File: src/logic/reset_ctrl_pkg.sv
// Package: constants and carriers for the reset controller and mode-strap latch
package reset_ctrl_pkg;

    // ********************************************************************
    // Timing and address constants
    // ********************************************************************
    localparam int unsigned STRETCH_CYCLES     = 512;     // Minimum reset hold
    localparam logic [9:0]  STRETCH_LAST       = 10'h1FF;
    localparam logic [3:0]  FIRST_BUS_CYCLES   = 4'hA;    // Release to first bus cycle
    localparam logic [23:0] VECTOR_TABLE_BASE  = 24'h000000;
    localparam logic [23:0] VECTOR_TABLE_BYTES = 24'h000200;
    localparam logic [23:0] RESET_VECTOR_FIRST = 24'h000000;
    localparam logic [23:0] RESET_VECTOR_LAST  = 24'h000006;
    localparam logic [1:0]  VECTOR_STEP        = 2'h2;

    // Strap line positions on the data bus
    localparam int unsigned STRAP_BOOT_WIDTH = 0;
    localparam int unsigned STRAP_ARBITRATE  = 1;
    localparam int unsigned STRAP_FUNC_CODE  = 2;
    localparam int unsigned STRAP_ADDR_LO    = 3;
    localparam int unsigned STRAP_PORT_E     = 8;
    localparam int unsigned STRAP_PORT_F     = 9;
    localparam int unsigned STRAP_TEST       = 11;

    // ********************************************************************
    // Carriers
    // ********************************************************************
    typedef struct packed {
        logic external_pin;    // Synchronous sources
        logic loss_of_clock;
        logic test;
        logic power_up;        // Asynchronous sources
        logic watchdog;
        logic halt_monitor;
    } reset_cause_s;

    typedef struct packed {
        logic       boot_port_16;      // 1 = 16-bit boot port
        logic       bus_arb_pins;      // Request, grant, acknowledge
        logic       function_codes;    // Function code outputs
        logic [4:0] addr_lines;        // Bit k: chip select 6+k is address 19+k
        logic       discrete_port_e;
        logic       discrete_port_f;
        logic       test_mode;
        logic       synth_clock;       // 1 = synthesizer, 0 = external clock
        logic       background_mode;   // Breakpoints enter debug mode
    } strap_config_s;

    localparam strap_config_s STRAP_DEFAULT = '{boot_port_16: 1'b1, synth_clock: 1'b1,
                                                default: '0};

endpackage

File: src/logic/reset_control_mode_select.sv
// Reset controller: cause capture, reset line drive, strap and vector sequencing
`timescale 1ns/1ns
module reset_control_mode_select
    import reset_ctrl_pkg::*;
(
    input  wire logic          clock_i,
    input  wire logic          reset_i,
    input  wire logic          reset_pin_n_i,       // Sampled pin level
    input  wire logic          loss_of_clock_i,
    input  wire logic          test_reset_i,
    input  wire logic          power_up_i,
    input  wire logic          watchdog_i,
    input  wire logic          halt_monitor_i,
    input  wire logic          bus_cycle_end_i,     // Current bus cycle terminates
    input  wire logic          bus_idle_i,          // No bus cycle in flight
    input  wire logic [15:0]   data_strap_i,
    input  wire logic          clock_mode_strap_i,
    input  wire logic [1:0]    breakpoint_input_n_i,
    input  wire logic          vector_ack_i,        // Vector word fetched
    output logic               master_reset_line_o,
    output logic               clock_module_reset_o,
    output logic               pin_reset_drive_o,
    output logic               bus_monitor_force_o,
    output logic               abort_processing_o,
    output logic               boot_chip_select_o,
    output logic               vector_fetch_o,
    output logic [23:0]        vector_addr_o,
    output logic               breakpoint_exception_o,
    output logic               background_entry_o,
    output strap_config_s      strap_config_o,
    output reset_cause_s       reset_cause_o
);

    typedef enum logic [2:0] {
        ST_RUN, ST_WAIT_CYCLE, ST_ASSERT, ST_RELEASE, ST_VECTORS
    } reset_state_e;

    // ********************************************************************
    // State declarations
    // ********************************************************************
    reset_state_e  state_q, state_d;
    reset_cause_s  cause_q, cause_d, req_now;
    strap_config_s strap_q, strap_d;
    logic [9:0]    count_q, count_d;
    logic [23:0]   vaddr_q, vaddr_d;
    logic          mst_q, mst_d, clk_q, clk_d, ext_q, ext_d;
    logic          mon_q, mon_d, abort_q, abort_d, boot_q, boot_d, vf_q, vf_d;
    logic          bkx_q, bkx_d, bdm_q, bdm_d;
    logic          sync_req, async_req;
    logic          bk_now;

    // Requests seen this edge; the pin counts only when clocked
    always_comb begin
        req_now.external_pin  = ~reset_pin_n_i;
        req_now.loss_of_clock = loss_of_clock_i;
        req_now.test          = test_reset_i;
        req_now.power_up      = power_up_i;
        req_now.watchdog      = watchdog_i;
        req_now.halt_monitor  = halt_monitor_i;
    end

    // Classification by timing
    assign sync_req  = req_now.external_pin | req_now.loss_of_clock | req_now.test;
    assign async_req = req_now.power_up | req_now.watchdog | req_now.halt_monitor;
    assign bk_now    = ~breakpoint_input_n_i[0] | ~breakpoint_input_n_i[1];

    // ********************************************************************
    // Sequencer next state
    // ********************************************************************
    // Reset outranks all else: any request preempts vector fetch or run
    always_comb begin
        state_d = state_q;
        cause_d = cause_q;
        count_d = count_q;
        vaddr_d = vaddr_q;
        mon_d   = mon_q;
        abort_d = 1'b0;
        boot_d  = boot_q;
        vf_d    = vf_q;
        unique case (state_q)
            ST_RUN, ST_VECTORS: begin
                if (async_req) begin
                    // Catastrophic: act on this very edge
                    state_d = ST_ASSERT;
                    cause_d = req_now;
                    count_d = '0;
                    abort_d = 1'b1;
                    vf_d    = 1'b0;
                    boot_d  = 1'b0;
                end else if (sync_req) begin
                    // Wait for the bus cycle to end; monitor unsticks it
                    state_d = ST_WAIT_CYCLE;
                    cause_d = req_now;
                    mon_d   = 1'b1;
                end else if (state_q == ST_VECTORS && vector_ack_i) begin
                    // Four initialisation words, 0000 to 0006
                    if (vaddr_q == RESET_VECTOR_LAST) begin
                        state_d = ST_RUN;
                        vf_d    = 1'b0;
                    end else begin
                        vaddr_d = vaddr_q + {22'h000000, VECTOR_STEP};
                    end
                end
            end
            ST_WAIT_CYCLE: begin
                cause_d = cause_q | req_now;
                if (async_req) begin
                    state_d = ST_ASSERT;
                    count_d = '0;
                    abort_d = 1'b1;
                    mon_d   = 1'b0;
                    vf_d    = 1'b0;
                    boot_d  = 1'b0;
                end else if (bus_cycle_end_i || bus_idle_i) begin
                    // Writes in flight finish before reset lands
                    state_d = ST_ASSERT;
                    count_d = '0;
                    abort_d = 1'b1;
                    mon_d   = 1'b0;
                    vf_d    = 1'b0;
                    boot_d  = 1'b0;
                end
            end
            ST_ASSERT: begin
                // Hold lines at least 512 cycles and while any source persists
                cause_d = cause_q | req_now;
                if (count_q != STRETCH_LAST) begin
                    count_d = count_q + 10'h001;
                end else if (!(sync_req || async_req)) begin
                    state_d = ST_RELEASE;
                end
            end
            ST_RELEASE: begin
                // Last capture was the release edge; values frozen from here
                boot_d  = 1'b1;
                vf_d    = 1'b1;
                vaddr_d = RESET_VECTOR_FIRST;
                state_d = ST_VECTORS;
            end
            default: state_d = ST_RUN;
        endcase
    end

    // ********************************************************************
    // State registers
    // ********************************************************************
    // Block reset behaves as power-up: sequencer starts in the hold
    always_ff @(posedge clock_i) begin
        if (reset_i) begin
            state_q <= ST_ASSERT;
            cause_q <= '{power_up: 1'b1, default: '0};
            count_q <= '0;
            vaddr_q <= RESET_VECTOR_FIRST;
            mon_q   <= 1'b0;
            abort_q <= 1'b0;
            boot_q  <= 1'b0;
            vf_q    <= 1'b0;
        end else begin
            state_q <= state_d;
            cause_q <= cause_d;
            count_q <= count_d;
            vaddr_q <= vaddr_d;
            mon_q   <= mon_d;
            abort_q <= abort_d;
            boot_q  <= boot_d;
            vf_q    <= vf_d;
        end
    end

    // ********************************************************************
    // Reset line drive
    // ********************************************************************
    // Lines rise one edge after the hold starts and drop on the release step
    always_comb begin
        mst_d = mst_q;
        clk_d = clk_q;
        ext_d = ext_q;
        if (state_q == ST_ASSERT) begin
            // Every source pulls master and pin; a test alone spares the clock module
            mst_d = 1'b1;
            ext_d = 1'b1;
            clk_d = |{cause_q.external_pin, cause_q.loss_of_clock, cause_q.power_up,
                      cause_q.watchdog, cause_q.halt_monitor};
        end else if (state_q == ST_RELEASE) begin
            mst_d = 1'b0;
            clk_d = 1'b0;
            ext_d = 1'b0;
        end
    end

    // Block reset holds all three lines from the first edge, as at power-up
    always_ff @(posedge clock_i) begin
        if (reset_i) begin
            mst_q <= 1'b1;
            clk_q <= 1'b1;
            ext_q <= 1'b1;
        end else begin
            mst_q <= mst_d;
            clk_q <= clk_d;
            ext_q <= ext_d;
        end
    end

    // ********************************************************************
    // Mode strap capture
    // ********************************************************************
    // Straps follow the pins through the hold; the release edge keeps the last copy
    always_comb begin
        strap_d = strap_q;
        if (state_q == ST_ASSERT) begin
            // Pull-ups read high and keep the default choice
            strap_d.boot_port_16    = data_strap_i[STRAP_BOOT_WIDTH];
            strap_d.bus_arb_pins    = ~data_strap_i[STRAP_ARBITRATE];
            strap_d.function_codes  = ~data_strap_i[STRAP_FUNC_CODE];
            // A low strap k drags down every lower chip select to six
            for (int k = 0; k < 5; k++) begin
                strap_d.addr_lines[k] = 1'b0;
                for (int j = k; j < 5; j++) begin
                    if (!data_strap_i[STRAP_ADDR_LO + j]) begin
                        strap_d.addr_lines[k] = 1'b1;
                    end
                end
            end
            strap_d.discrete_port_e = ~data_strap_i[STRAP_PORT_E];
            strap_d.discrete_port_f = ~data_strap_i[STRAP_PORT_F];
            strap_d.test_mode       = ~data_strap_i[STRAP_TEST];
            strap_d.synth_clock     = clock_mode_strap_i;
            strap_d.background_mode = bk_now;
        end
    end

    // Nothing outside the hold reaches the copy, so it stands until next reset
    always_ff @(posedge clock_i) begin
        if (reset_i) begin
            strap_q <= STRAP_DEFAULT;
        end else begin
            strap_q <= strap_d;
        end
    end

    // ********************************************************************
    // Breakpoint routing
    // ********************************************************************
    // A reset request in the same cycle outranks any breakpoint
    always_comb begin
        bkx_d = 1'b0;
        bdm_d = 1'b0;
        if (state_q == ST_RUN && bk_now && !(sync_req || async_req)) begin
            bdm_d = strap_q.background_mode;
            bkx_d = ~strap_q.background_mode;
        end
    end

    // Pulses repeat while the input stays low; callers see one per cycle
    always_ff @(posedge clock_i) begin
        if (reset_i) begin
            bkx_q <= 1'b0;
            bdm_q <= 1'b0;
        end else begin
            bkx_q <= bkx_d;
            bdm_q <= bdm_d;
        end
    end

    // Outputs straight from flops
    assign master_reset_line_o    = mst_q;
    assign clock_module_reset_o   = clk_q;
    assign pin_reset_drive_o      = ext_q;
    assign bus_monitor_force_o    = mon_q;
    assign abort_processing_o     = abort_q;
    assign boot_chip_select_o     = boot_q;
    assign vector_fetch_o         = vf_q;
    assign vector_addr_o          = vaddr_q;
    assign breakpoint_exception_o = bkx_q;
    assign background_entry_o     = bdm_q;
    assign strap_config_o         = strap_q;
    assign reset_cause_o          = cause_q;

endmodule

File: config.mk
export PLATFORM = sky130hd
export DESIGN_NAME = reset_control_mode_select
export DESIGN_NICKNAME = d
export VERILOG_FILES = /design/src/logic/reset_ctrl_pkg.sv /design/src/logic/reset_control_mode_select.sv
export SDC_FILE = /design/constraint.sdc
export NUM_CORES = 1
export LEC_CHECK = 0
export BUFFER_PORTS_ARGS = -buffer_cell sky130_fd_sc_hd__buf_2
export CORE_UTILIZATION = 25
export DETAILED_ROUTE_END_ITERATION = 8
export SETUP_SLACK_MARGIN = 0.4
export SYNTH_ARGS = -nofsm -noshare
export SYNTH_HDL_FRONTEND = slang
export SYNTH_SLANG_ARGS = --single-unit
File: constraint.sdc
create_clock -name clock_i -period 4.5 [get_ports clock_i]
set_input_delay 0.9 -clock clock_i [delete_from_list [all_inputs] [get_ports clock_i]]
set_output_delay 0.9 -clock clock_i [all_outputs]
set_load 0.05 [all_outputs]
==> results.cfg <==
[floorplan]
rows = 39
core_um2 = 11500
die_x_um = 111
io_pins = 82
dieArea_um2 = 12300
initial_utilization = 0.258
fp.dieH_um = 111

[yosys]
syn_avg_cell_area_um2 = 8.60
synth_cell_types = 53
synth_top_cell_by_area = dfxtp_1
syn-cell-area_um2 = 2970
synthCells = 345
syn_nets = 377
synth_top_area_frac = 0.425
ys_seq_area_frac = 0.425
synthFlopType = dfxtp_1
async_flop_share = 0
yosys_warnings = 0
synth_edf_count = 0
synth_common_cells = dfxtp_1, a21oi_1, nor2_1
synthTopCellsByArea = dfxtp_1, a21oi_1, nor2_1, or3_1, o21ai_0
yosysMostFrequentCell = dfxtp_1
ys_seq_elements = 63

[clock_network]
cts_buffers = 9
cts_root_buf = clkbuf_16
cts_htree_levels = 3
cts_tree = yes
clk_pin_slew_ns = 0.05
clockBufferDepth = 2
cts_setup_buffers = 0
cts_sinks = 63
clock_latency_ns = 0.33
post_cts_resized = 0
holdBufCountCts = 0

[detailed_routing]
wl_per_cell_um = 14.3
drtIter0Drc = 242
antenna_left = 0
drtPass1Iterations = 6
via_per_inst = 5.16
wl_mm = 8.02
num_vias = 2900
drc = 12

[placement]
portBuffers = 75
gp_congestion = 0.853
preCtsSetupSlack_ns = 1.32
place_hpwl_mm = 5.79

[setup_path]
reg2reg_depth = 5
cp_max_fo = 18
crit_arrival_ns = 3.11
start_kind = input port
worstPathRequired_ns = 4.74
worstSetupPathType = in -> reg
end_kind = flop

[global_route]
grt_max_degree = 35
grt.total_usage = 0.137
grt_antenna_before_repair = 0
grt_pass1_wl_mm = 13.3
grt-ovfl-total = 0
grt_pass1_vias = 2666

[power_and_ir_drop]
ir_drop_v = 0.000141
p_sw_uw = 319
power_density_nw_per_um2 = 353
p_comb_frac = 0.068
netSwitchingFraction = 0.243
intPower_uw = 995
power_leakage_nw = 1.45
clockPowerShare = 0.490
pwr-share-seq = 0.441

[sta]
fin_skew_ns = 0.00447
finalCritPeriodShare = 0.636
maxSlewViolCount = 0
period_minus_slack_ns = 2.86
max_freq_mhz = 349
slew_headroom = 0.274
tightestPinTransition_ns = 1.09
fin_tns_setup_ns = 0
rsz0062_at_grt = no
worst_slack_ns = 1.64
final_hold_viol_count = 0
setup_viol = 0

[status]
failed_checks = DRC
status = finished, violations left

[min_path]
min_path_cells = 2
hp-class = reg -> reg

[cells_and_area]
drive_gt1_frac = 0.248
regArea_um2 = 1260
fillerInstances = 1224
multi_input_area_um2 = 1620
utilization = 0.323
nNetsFinal = 446
insertedDiodeCount = 0
areaGrowthSynthToFinish_pct = 25.4

[flow_run]
max-cap-violations = 0
## worst paths after layout
path | start | endpoint | slack [ns]
worst max-delay path | watchdog_i | vector_addr_o[23] | 1.64
worst min-delay path | clock_module_reset_o | clock_module_reset_o | 0.46
worst max register to register | state_q[1] | count_q[1] | 1.73
worst min register to register | clock_module_reset_o | clock_module_reset_o | 0.46
## per-stage QoR
stage / cell area (µm²) / instances / power, mW / hold WS, ns
6_report: 3720 / 562 / 1.31 / 0.463
5_1_grt: 3720 / 562 / 1.37 / 0.502
4_1_cts: 3720 / 562 / 1.33 / 0.471
3_5_place_dp: 3450 / 546 / 0.682 / 0.458
3_3_place_gp: 3450 / 546 / 0.680 / 0.453
2_1_floorplan: 2970 / 345 / 0.653 / 0.447
## registers in the layout (all words and copies together), names as in the netlist, 3 cells and up
name,count
count_q,10
strap_config_o,13
state_q,3
vector_addr_o,23
reset_cause_o,6
## placed cells by master (no fill, tap or decap), types with 9 or more instances in the layout
cell	n
a21oi_1	33
buf_2	75
clkbuf_16	9
dfxtp_1	63
nand2_1	22
nand3_1	12
nand4_1	11
nor2_1	31
nor3_1	9
nor4_1	10
o21ai_0	17
o31ai_1	9
or3_1	17
or4_1	10
## area by class of cell
cell class                 count  area share
clock buffer                  12      0.0689
clock inverter                 4     0.00538
inverter                       3     0.00303
multi-input combinational    262       0.435
sequential                    63       0.339
tap                          143      0.0481
timing repair buffer          75       0.101
## cell families after synthesis
group                      share of synthesized area
and+or+nand+nor                                0.279
other                                        0.00126
buffers and inverters                         0.0304
AOI/OAI and AO/OA                              0.219
adders and majority gates                    0.00843
DFF                                            0.425
muxes                                         0.0105
xor gates and xnor gates                      0.0266
## layer usage
| layer | GRT usage | part of all wire | wire length [µm] | vias to the layer above |
|---|---|---|---|---|
| met5 | 0 | 0 | 0 | - |
| met4 | 0.0594 | 0.019 | 149 | 0 |
| met3 | 0.0405 | 0.057 | 456 | 13 |
| met2 | 0.220 | 0.48 | 3830 | 77 |
| met1 | 0.169 | 0.45 | 3580 | 1364 |
| li1 | - | - | - | 1446 |
## critical path: stages
cell	delay, ns
buf_2	0.11
or3_1	0.53
o41ai_4	0.53
o21ai_2	0.31
or4_1	0.57
a21oi_1	0.15
## power groups by stage
stage | clock [mW] | combinational (mW) | sequential, mW
2_1_floorplan | 0 | 0.0274 | 0.626
6_report | 0.644 | 0.0898 | 0.580
4_1_cts | 0.663 | 0.0908 | 0.580
5_1_grt | 0.688 | 0.0968 | 0.581
3_5_place_dp | 0 | 0.0905 | 0.591
3_3_place_gp | 0 | 0.0895 | 0.590
(Power assumes the default switching activity.)
